### src/spi_master_pkg.sv
// package for the serial master port: register map, field layout,
// reset values, timing counts and the state carriers.
// assumes a 10 MHz system clock and an APB register bus with 32-bit data.
package spi_master_pkg;

  // ==========================================================
  // timing
  localparam int unsigned SYS_CLK_HZ     = 10_000_000;
  localparam int unsigned SYS_PERIOD_NS  = 1_000_000_000 / SYS_CLK_HZ;
  localparam int unsigned MIN_SCLK_SYS   = 4;
  localparam logic [15:0] MIN_HALF       = 16'(MIN_SCLK_SYS / 2);

  // ==========================================================
  // register indices; byte address is four times the index
  localparam logic [15:0] IDX_CLOCK_DIVIDER   = 16'h3000;
  localparam logic [15:0] IDX_CLOCK_CONTROL   = 16'h3001;
  localparam logic [15:0] IDX_DEVICE_CONFIG_1 = 16'h3002;
  localparam logic [15:0] IDX_DEVICE_CONFIG_2 = 16'h3003;
  localparam logic [15:0] IDX_COMMAND_1       = 16'h3004;
  localparam logic [15:0] IDX_COMMAND_2       = 16'h3005;
  localparam logic [15:0] IDX_STATUS_1        = 16'h3006;
  localparam logic [15:0] IDX_STATUS_2        = 16'h3007;
  localparam logic [15:0] IDX_DATA_1          = 16'h3008;
  localparam logic [15:0] IDX_DATA_2          = 16'h3009;
  localparam logic [15:0] IDX_IRQ_STATUS      = 16'h300A;
  localparam logic [15:0] IDX_IRQ_MASK        = 16'h300B;

  // ==========================================================
  // fields
  localparam int CCR_ENABLE   = 0;
  localparam int DCR_STRIDE   = 8;
  localparam int DCR_POL      = 0;
  localparam int DCR_PHA      = 1;
  localparam int DCR_CS_HIGH  = 2;
  localparam int DCR_DLY_LO   = 3;
  localparam int CMD1_FLEN_W  = 12;
  localparam int CMD1_CHAR_IE = 14;
  localparam int CMD1_FRAME_IE = 15;
  localparam int CMD2_START   = 0;
  localparam int CMD2_LOOP    = 1;
  localparam int CMD2_SEL_LO  = 2;
  localparam int CMD2_LEN_LO  = 4;
  localparam int STAT1_BUSY   = 0;
  localparam int STAT1_CDONE  = 1;
  localparam int IRQ_CHAR     = 0;
  localparam int IRQ_FRAME    = 1;
  localparam int NUM_SLAVES   = 4;

  // ==========================================================
  // reset values
  localparam logic [15:0] RST_CLOCK_DIVIDER = 16'h0004;
  localparam logic [15:0] RST_ZERO16        = 16'h0000;

  typedef enum logic [1:0] {
    ST_IDLE  = 2'b00,
    ST_DELAY = 2'b01,
    ST_SHIFT = 2'b10,
    ST_TAIL  = 2'b11
  } eng_state_t;

  typedef struct packed {
    logic [15:0] paddr;
    logic        psel;
    logic        penable;
    logic        pwrite;
    logic [31:0] pwdata;
  } apb_req_t;

  typedef struct packed {
    logic [4:0] len_m1;
    logic       loop;
    logic [1:0] sel;
    logic       pol;
    logic       pha;
  } xfer_cfg_t;

  typedef struct packed {
    eng_state_t  st;
    logic [15:0] cdr;
    logic [15:0] ccr;
    logic [15:0] dcr1;
    logic [15:0] dcr2;
    logic [15:0] cmd1;
    logic [15:0] cmd2;
    logic [31:0] txd;
    logic [31:0] rxd;
    logic [1:0]  istat;
    logic [1:0]  imask;
    xfer_cfg_t   cur;
    logic [15:0] cnt;
    logic [6:0]  hcnt;
    logic [2:0]  dcnt;
    logic [31:0] shr;
    logic [31:0] rxs;
    logic [11:0] fcnt;
    logic        cs_act;
    logic        chdone;
    logic        sclk;
    logic        tx;
    logic [3:0]  cs;
    logic        irq;
    logic [31:0] rdata;
    logic        ready;
    logic        err;
  } state_t;

endpackage : spi_master_pkg

### src/spi_master_port.sv
// master-only serial port with four selects, APB register slave and irq.
// assumes APB master and slaves share clk_in; rx input is synchronous.
//
// Functional notes
// - character length programmable from 1 to 32 bits
// - each select output has a configurable active level
// - polarity and phase bits pick modes 0 to 3
// - select-to-first-edge delay of 1 to 4 serial clock periods
// - serial clock period is at least four system clocks
// - mode 0 samples receive line on rising serial clock edge
// - mode 1 samples receive line on falling serial clock edge
// - mode 3 samples receive line on rising serial clock edge
// - modes 1 and 2 change transmit line after rising edges
// - modes 0 and 3 change transmit line after falling edges
// - master only; the port always drives the serial clock
// - four separate select outputs, one per slave
// - frame of 1 to 4096 characters, optional per-character interrupt
// - loopback feeds transmitted bits back to the receive path
//
// The implementer's own choice: the APB register port.
`timescale 1ns/1ps
module spi_master_port (
  // clock and reset
  input  wire logic                      clk_in,
  input  wire logic                      sys_rst_in,
  // apb slave
  input  wire spi_master_pkg::apb_req_t  apb_in,
  output logic [31:0]                    prdata_out,
  output logic                           pready_out,
  output logic                           pslverr_out,
  // serial link
  output logic                           sclk_out,
  output logic                           tx_out,
  input  wire logic                      rx_in,
  output logic [3:0]                     slave_select_n_out,
  // interrupt
  output logic                           irq_out
);
  import spi_master_pkg::*;

  state_t r;
  state_t n;

  // ==========================================================
  // per-slave configuration lookup
  function automatic logic [4:0] slave_cfg(input logic [15:0] d1,
                                           input logic [15:0] d2,
                                           input logic [1:0]  s);
    logic [15:0] d;
    d = s[1] ? d2 : d1;
    slave_cfg = s[0] ? d[DCR_STRIDE +: 5] : d[4:0];
  endfunction : slave_cfg

  // ==========================================================
  // next state
  always_comb begin
    logic        access;
    logic        wr;
    logic        rd;
    logic        mapped;
    logic [13:0] widx;
    logic [31:0] rmux;
    logic [15:0] half;
    logic        tick;
    logic        lead;
    logic        last;
    logic        rxbit;
    logic        start;
    logic        ev_char;
    logic        ev_frame;
    logic [1:0]  w1c;
    logic [4:0]  scfg;
    logic [5:0]  len;
    logic [2:0]  sel_i;
    n        = r;
    scfg     = 5'h00;
    sel_i    = 3'h0;
    widx     = apb_in.paddr[15:2];
    access   = apb_in.psel & apb_in.penable;
    wr       = access & r.ready & apb_in.pwrite;
    rd       = access & r.ready & ~apb_in.pwrite;
    ev_char  = 1'b0;
    ev_frame = 1'b0;
    w1c      = 2'b00;
    rmux     = 32'h0000_0000;
    mapped   = (apb_in.paddr[1:0] == 2'b00);
    unique case (widx)
      IDX_CLOCK_DIVIDER[13:0]:   rmux = {16'h0000, r.cdr};
      IDX_CLOCK_CONTROL[13:0]:   rmux = {16'h0000, r.ccr};
      IDX_DEVICE_CONFIG_1[13:0]: rmux = {16'h0000, r.dcr1};
      IDX_DEVICE_CONFIG_2[13:0]: rmux = {16'h0000, r.dcr2};
      IDX_COMMAND_1[13:0]:       rmux = {16'h0000, r.cmd1};
      IDX_COMMAND_2[13:0]:       rmux = {16'h0000, r.cmd2};
      IDX_STATUS_1[13:0]: begin
        rmux[STAT1_BUSY]  = (r.st != ST_IDLE);
        rmux[STAT1_CDONE] = r.chdone;
      end
      IDX_STATUS_2[13:0]:   rmux = {20'h00000, r.fcnt};
      IDX_DATA_1[13:0]:     rmux = {16'h0000, r.rxd[15:0]};
      IDX_DATA_2[13:0]:     rmux = {16'h0000, r.rxd[31:16]};
      IDX_IRQ_STATUS[13:0]: rmux = {30'h0, r.istat};
      IDX_IRQ_MASK[13:0]:   rmux = {30'h0, r.imask};
      default:              mapped = 1'b0;
    endcase

    // one wait state: answer in the second access cycle
    n.ready = access & ~r.ready;
    if (access & ~r.ready) begin
      n.err   = ~mapped;
      n.rdata = (mapped & ~apb_in.pwrite) ? rmux : 32'h0000_0000;
    end else begin
      // the answer stands for the ready cycle only, then reads as zero
      n.err   = 1'b0;
      n.rdata = 32'h0000_0000;
    end

    // ==========================================================
    // serial engine
    // a divider below the floor is raised so sclk never beats 4 sysclks
    half = (r.cdr < MIN_HALF) ? MIN_HALF : r.cdr;
    tick = (r.cnt == (half - 16'h0001));
    n.cnt = (r.st == ST_IDLE || tick) ? 16'h0000 : r.cnt + 16'h0001;
    len   = {1'b0, r.cur.len_m1} + 6'd1;
    lead  = ~r.hcnt[0];
    last  = (r.hcnt == ({len, 1'b0} - 7'd1));
    rxbit = r.cur.loop ? r.tx : rx_in;
    start = wr & mapped & (widx == IDX_COMMAND_2[13:0])
          & apb_in.pwdata[CMD2_START] & r.ccr[CCR_ENABLE]
          & (r.st == ST_IDLE);

    unique case (r.st)
      ST_IDLE: begin
        if (start) begin
          scfg          = slave_cfg(r.dcr1, r.dcr2,
                            apb_in.pwdata[CMD2_SEL_LO +: 2]);
          n.cur.len_m1  = apb_in.pwdata[CMD2_LEN_LO +: 5];
          n.cur.loop    = apb_in.pwdata[CMD2_LOOP];
          n.cur.sel     = apb_in.pwdata[CMD2_SEL_LO +: 2];
          n.cur.pol     = scfg[DCR_POL];
          n.cur.pha     = scfg[DCR_PHA];
          n.sclk        = scfg[DCR_POL];
          // left-align the character so the msb leaves first
          n.shr  = r.txd << (5'd31 - apb_in.pwdata[CMD2_LEN_LO +: 5]);
          n.rxs  = 32'h0000_0000;
          n.hcnt = 7'd0;
          if (~scfg[DCR_PHA]) begin
            n.tx  = n.shr[31];
            n.shr = {n.shr[30:0], 1'b0};
          end
          if (r.cs_act) begin
            n.st = ST_SHIFT;
          end else begin
            n.cs_act = 1'b1;
            // odd half count plus first tick: a full period of setup at 0
            n.dcnt = {scfg[DCR_DLY_LO +: 2], 1'b1};
            n.st   = ST_DELAY;
          end
        end
      end
      ST_DELAY: begin
        if (tick) begin
          if (r.dcnt == 3'd1) begin
            n.st = ST_SHIFT;
          end else begin
            n.dcnt = r.dcnt - 3'd1;
          end
        end
      end
      ST_SHIFT: begin
        if (tick) begin
          n.sclk = ~r.sclk;
          // phase 0 samples on the leading edge, phase 1 on trailing
          if (lead ^ r.cur.pha) begin
            n.rxs = {r.rxs[30:0], rxbit};
          end
          if ((r.cur.pha & lead) | (~r.cur.pha & ~lead & ~last)) begin
            n.tx  = r.shr[31];
            n.shr = {r.shr[30:0], 1'b0};
          end
          if (last) begin
            n.st = ST_TAIL;
          end else begin
            n.hcnt = r.hcnt + 7'd1;
          end
        end
      end
      ST_TAIL: begin
        if (tick) begin
          n.rxd    = r.rxs;
          n.chdone = 1'b1;
          ev_char  = 1'b1;
          n.st     = ST_IDLE;
          if (r.fcnt == r.cmd1[CMD1_FLEN_W-1:0]) begin
            n.fcnt   = 12'h000;
            n.cs_act = 1'b0;
            ev_frame = 1'b1;
          end else begin
            n.fcnt = r.fcnt + 12'h001;
          end
        end
      end
    endcase

    // select outputs follow each slave's configured active level
    for (int i = 0; i < NUM_SLAVES; i++) begin
      sel_i   = 3'(i);
      scfg    = slave_cfg(r.dcr1, r.dcr2, sel_i[1:0]);
      n.cs[i] = (r.cs_act & (r.cur.sel == sel_i[1:0]))
              ? scfg[DCR_CS_HIGH] : ~scfg[DCR_CS_HIGH];
    end

    // ==========================================================
    // register writes; hardware set wins over software clear
    if (wr & mapped) begin
      unique case (widx)
        IDX_CLOCK_DIVIDER[13:0]:   n.cdr  = apb_in.pwdata[15:0];
        IDX_CLOCK_CONTROL[13:0]:   n.ccr  = apb_in.pwdata[15:0];
        IDX_DEVICE_CONFIG_1[13:0]: n.dcr1 = apb_in.pwdata[15:0];
        IDX_DEVICE_CONFIG_2[13:0]: n.dcr2 = apb_in.pwdata[15:0];
        IDX_COMMAND_1[13:0]:       n.cmd1 = apb_in.pwdata[15:0];
        IDX_COMMAND_2[13:0]: begin
          n.cmd2 = apb_in.pwdata[15:0];
          n.cmd2[CMD2_START] = 1'b0;
        end
        IDX_DATA_1[13:0]:     n.txd[15:0]  = apb_in.pwdata[15:0];
        IDX_DATA_2[13:0]:     n.txd[31:16] = apb_in.pwdata[15:0];
        IDX_IRQ_STATUS[13:0]: w1c = apb_in.pwdata[1:0];
        IDX_IRQ_MASK[13:0]:   n.imask = apb_in.pwdata[1:0];
        default: ;
      endcase
    end
    if (rd & mapped & (widx == IDX_DATA_1[13:0]) & ~ev_char) begin
      n.chdone = 1'b0;
    end
    n.istat = r.istat & ~w1c;
    n.istat[IRQ_CHAR]  = n.istat[IRQ_CHAR]
                       | (ev_char & r.cmd1[CMD1_CHAR_IE]);
    n.istat[IRQ_FRAME] = n.istat[IRQ_FRAME]
                       | (ev_frame & r.cmd1[CMD1_FRAME_IE]);
    n.irq = |(r.istat & r.imask);
  end

  // ==========================================================
  // state register
  always_ff @(posedge clk_in) begin
    if (sys_rst_in) begin
      r       <= '0;
      r.st    <= ST_IDLE;
      r.cdr   <= RST_CLOCK_DIVIDER;
      r.ccr   <= RST_ZERO16;
      r.cs    <= 4'hF;
    end else begin
      r <= n;
    end
  end

  // ==========================================================
  // outputs straight from flops
  assign prdata_out         = r.rdata;
  assign pready_out         = r.ready;
  assign pslverr_out        = r.err;
  assign sclk_out           = r.sclk;
  assign tx_out             = r.tx;
  assign slave_select_n_out = r.cs;
  assign irq_out            = r.irq;

endmodule : spi_master_port

### config.mk
export PLATFORM = sky130hd
export DESIGN_NAME = spi_master_port
export DESIGN_NICKNAME = d
export VERILOG_FILES = /design/src/spi_master_pkg.sv /design/src/spi_master_port.sv
export SDC_FILE = /design/constraint.sdc
export NUM_CORES = 1
export LEC_CHECK = 0
export ABC_AREA = 0
export BUFFER_PORTS_ARGS = -buffer_cell sky130_fd_sc_hd__buf_2
export CAP_MARGIN = 25
export CORE_MARGIN = 2
export CORE_UTILIZATION = 55
export CTS_BUF_LIST = sky130_fd_sc_hd__clkbuf_2
export CTS_CLUSTER_DIAMETER = 200
export CTS_CLUSTER_SIZE = 12
export DETAILED_ROUTE_END_ITERATION = 6
export PLACE_DENSITY = 0.86
export SYNTH_ARGS = -nofsm -noshare
export SYNTH_HDL_FRONTEND = slang
export SYNTH_SLANG_ARGS = --single-unit
### constraint.sdc
create_clock -name clk_in -period 3.9 [get_ports clk_in]
set_clock_uncertainty 0.15 [all_clocks]
set_input_delay 0.78 -clock clk_in [delete_from_list [all_inputs] [get_ports clk_in]]
set_output_delay 0.78 -clock clk_in [all_outputs]
set_load 0.01 [all_outputs]
==> flow_metrics.py <==
metrics = {
    "yosys": {
        "syn_inst": 1888,
        "yosysTopAreaCell": "dfxtp_1",
        "ys.flop_type": "dfxtp_1",
        "synth_area_um2": 15900,
        "ys_seq_area_share_pct": 38.1,
        "syn_area_per_cell_um2": 8.44,
        "synth_edf_count": 0,
        "synth_seq_cells": 303,
        "synthTopCellsByArea": "dfxtp_1 (38%), nand2_1 (9.2%), a21oi_1 (6.2%), mux4_2 (4.5%), mux2i_1 (3.1%)",
        "ys_warn_count": 0,
        "async_reset_ff_share_pct": 0,
        "synth_top_area_share_pct": 38.1,
        "ys_types": 89,
    },
    "route": {
        "drt-initial-drc-count": 2772,
        "firstDrtPassIters": 7,
        "drt-total-wl_um": 51800,
        "antenna_left": 0,
        "vias": 15800,
        "drc": 82,
        "routedWlPerCell_um": 22.1,
        "vias_per_cell": 6.75,
    },
    "placement": {
        "placed_area_um2": 16700,
        "place_hpwl_um": 32600,
        "port_buffers": 62,
        "place_inst": 2259,
        "preCtsSetupSlack_ps": -209,
        "finalWeightedCongestion": 0.996,
    },
    "critical_path": {
        "r2r.worst_path.cells": 19,
        "end_kind": "register",
        "worstReg2RegStart": "r[310]",
        "cp_data_arrival_time_ps": 4880,
        "required_ps": 4670,
        "cpMostUsedCell": "buf_6",
        "timing.rr.end": "r[109]",
        "crit_type": "reg2reg",
        "cp_cell_sequence": "nor4_4 > nand4_1 > or3_4 > buf_6 > nor2b_4 > ha_4 > buf_4 > nor3b_4 > buf_6 > xnor2_2 > a2bb2oi_2 > a32o_2 > and4_4 > buf_8 > buf_6 > a31oi_4 > buf_6 > a211oi_2 > a31o_2",
        "startpoint_type": "register",
        "cp_top_family": "simple AND/OR/NAND/NOR gates",
        "cp.buffers_inverters": 6,
        "critPathMaxFanout": 7,
        "max_stage_delay_ps": 430,
        "r2r_setup_slack_ps": -210,
        "critPathSlowestCell": "or3_4",
    },
    "power": {
        "ir_drop_mv": 0.271,
        "power_uw": 5990,
        "p_per_area_nw_per_um2": 330,
        "p_leak_uw": 0.00631,
    },
    "clock_network": {
        "cts.clk_slew.worst_paths_ps": 260,
        "clkLatencyLatePin_ps": 1020,
        "cts_tree": "built",
        "clock_path_buffers": 3,
        "cts_num_sinks": 303,
        "cts_max_level": 1,
        "cts_buffers": 29,
        "root_buffer": "clkbuf_2",
    },
    "die": {
        "coreArea_um2": 28600,
        "dieArea_um2": 30400,
        "io_pins": 95,
        "die_x_um": 174,
        "start_util_pct": 55.7,
        "die_h_um": 174,
        "row_count": 62,
    },
    "final_layout": {
        "design_area_um2": 18200,
        "syn_to_final_growth_pct": 14.0,
        "finalNonFillerCells": 2342,
        "fin_nets": 2024,
        "drive_gt1_share_pct": 23.0,
    },
    "flow_run": {
        "drv_cap": 0,
    },
    "global_route": {
        "grt_first_pass_wirelength_um": 75300,
        "overflow": 0,
        "track_usage_pct": 30.5,
        "antenna_found_initial": 2,
        "grt_pass1_vias": 14100,
        "grt_max_degree": 90,
    },
    "sta": {
        "fin_ws_ps": -208,
        "worst_pin_slew_ps": 1000,
        "finalHoldViolations": 0,
        "rsz0062_at_grt": "true",
        "slew_headroom_pct": 33.2,
        "fin_tns_setup_ps": -13780,
        "maxSlewViolCount": 0,
        "fin_crit_sh_pct": 105,
        "setup_viol": 111,
        "period_minus_slack_ps": 4110,
        "fmax_ghz": 0.243,
    },
    "worst_hold_path": {
        "whs_path_depth": 3,
        "hold_path.class": "in2reg",
        "hold_start": "apb_in[2]",
        "hold_path_end": "r[147]",
    },
    "outcome": {
        "violations": "design-rule violations, negative setup slack",
        "status": "complete, but fails checks",
    },
}
## worst min-delay path, delay by kind of cell
kind	cells	cell delay (ps)
AO/OA/AOI/OAI	1	60
AND/OR/NAND/NOR	1	120
buffers and inverters	1	250
## cells in the final DEF, fill, tap and decap left out, types with 29 or more instances in the layout
cell / instances
xor2_1: 33
a22o_1: 39
buf_2: 61
dfxtp_1: 301
nor2_1: 79
mux2_2: 31
nand3_1: 35
clkbuf_2: 29
mux4_2: 32
nand2_1: 386
buf_4: 91
mux2i_1: 48
a22oi_1: 50
a21oi_1: 162
a21oi_2: 31
## through the flow
step                utilization, %  hold WS, ps
floorplan                        -          279
global route                  63.5         96.6
detailed placement            58.4          295
finish                        63.5         54.0
global placement              58.4          288
CTS                           60.1         17.4
## registers in the layout, indices dropped and copies added (netlist names)
name / flops
irq_out: 1
prdata_out: 16
pready_out: 1
pslverr_out: 1
r: 278
sclk_out: 1
slave_select_n_out: 4
tx_out: 1
## per-layer routing
layer / GRT usage [%] / up-vias / part of all wire (%)
li1: - / 6904 / -
met1: 41.1 / 7513 / 38
met2: 46.7 / 1173 / 44
met3: 7.46 / 227 / 13
met4: 13.0 / 0 / 5.1
met5: 0 / - / 0
## where the power goes
group	leakage (uW)	internal, uW	switching (uW)
logic	0.00374	594	892
clock network	0.000127	205	1040
registers	0.00244	3190	74.7
total	0.00631	3990	2010
## Yosys cell counts (10+ instances only)
cell type / instances
a311oi_1: 11
o211ai_1: 11
nor3_1: 35
xor2_1: 33
mux4_2: 32
and3_1: 12
nor3b_1: 10
clkbuf_1: 99
or4_1: 14
nand2_1: 391
a221oi_1: 15
nand3_1: 40
a31oi_1: 19
a22o_1: 39
buf_2: 31
or3_1: 11
nand4_1: 24
mux2i_1: 49
a22oi_1: 51
dfxtp_1: 303
xnor2_1: 21
a21oi_1: 196
o21ai_0: 25
a31o_2: 13
inv_1: 25
mux2_2: 31
buf_4: 44
a211oi_1: 14
a222oi_1: 15
o31ai_1: 14
ha_1: 13
nor2_1: 90
## logic make-up (layout without fill, tap and decap cells)
family	after synthesis	after routing	synth area share [%]
AO/OA/AOI/OAI	490	490	21.0
AND/OR/NAND/NOR	696	698	20.3
other	1	17	0.0235
buffers and inverters	219	271	6.81
flip-flops	303	303	38.1
XOR/XNOR	54	54	2.97
adder cells (fa/ha/maj)	13	13	1.02
multiplexers	112	112	9.79
## final cells by class
class	instances	area [um2]
Antenna cell	1	2.50
Clock buffer	29	145
Clock inverter	2	18.8
Fill cell	2233	10500
Inverter	29	109
Multi-Input combinational cell	1383	9510
Sequential cell	303	6070
Tap cell	384	480
Timing Repair Buffer	211	1840
## worst max path at each step
stage | from | end | slack, ps | cells past startpoint
3_5_place_dp | r[315] | r[46] | -210 | 16
5_1_grt | r[309] | r[93] | -330 | 19
4_1_cts | r[309] | r[48] | -50 | 14
3_3_place_gp | r[315] | r[100] | -60 | 17
6_report | r[310] | r[109] | -210 | 19
2_1_floorplan | r[310] | r[54] | 40 | 14
## timing repair
item / in CTS / in global routing
setup endpoints to repair: 122 / 139
hold buffers: 14 / 0
gates resized for setup: 25 / 144
gates cloned: 2 / 15
buffers inserted: 7 / 14
pin swaps: 18 / 124
hold endpoints to repair: 59 / 0
(Power assumes the default switching activity.)
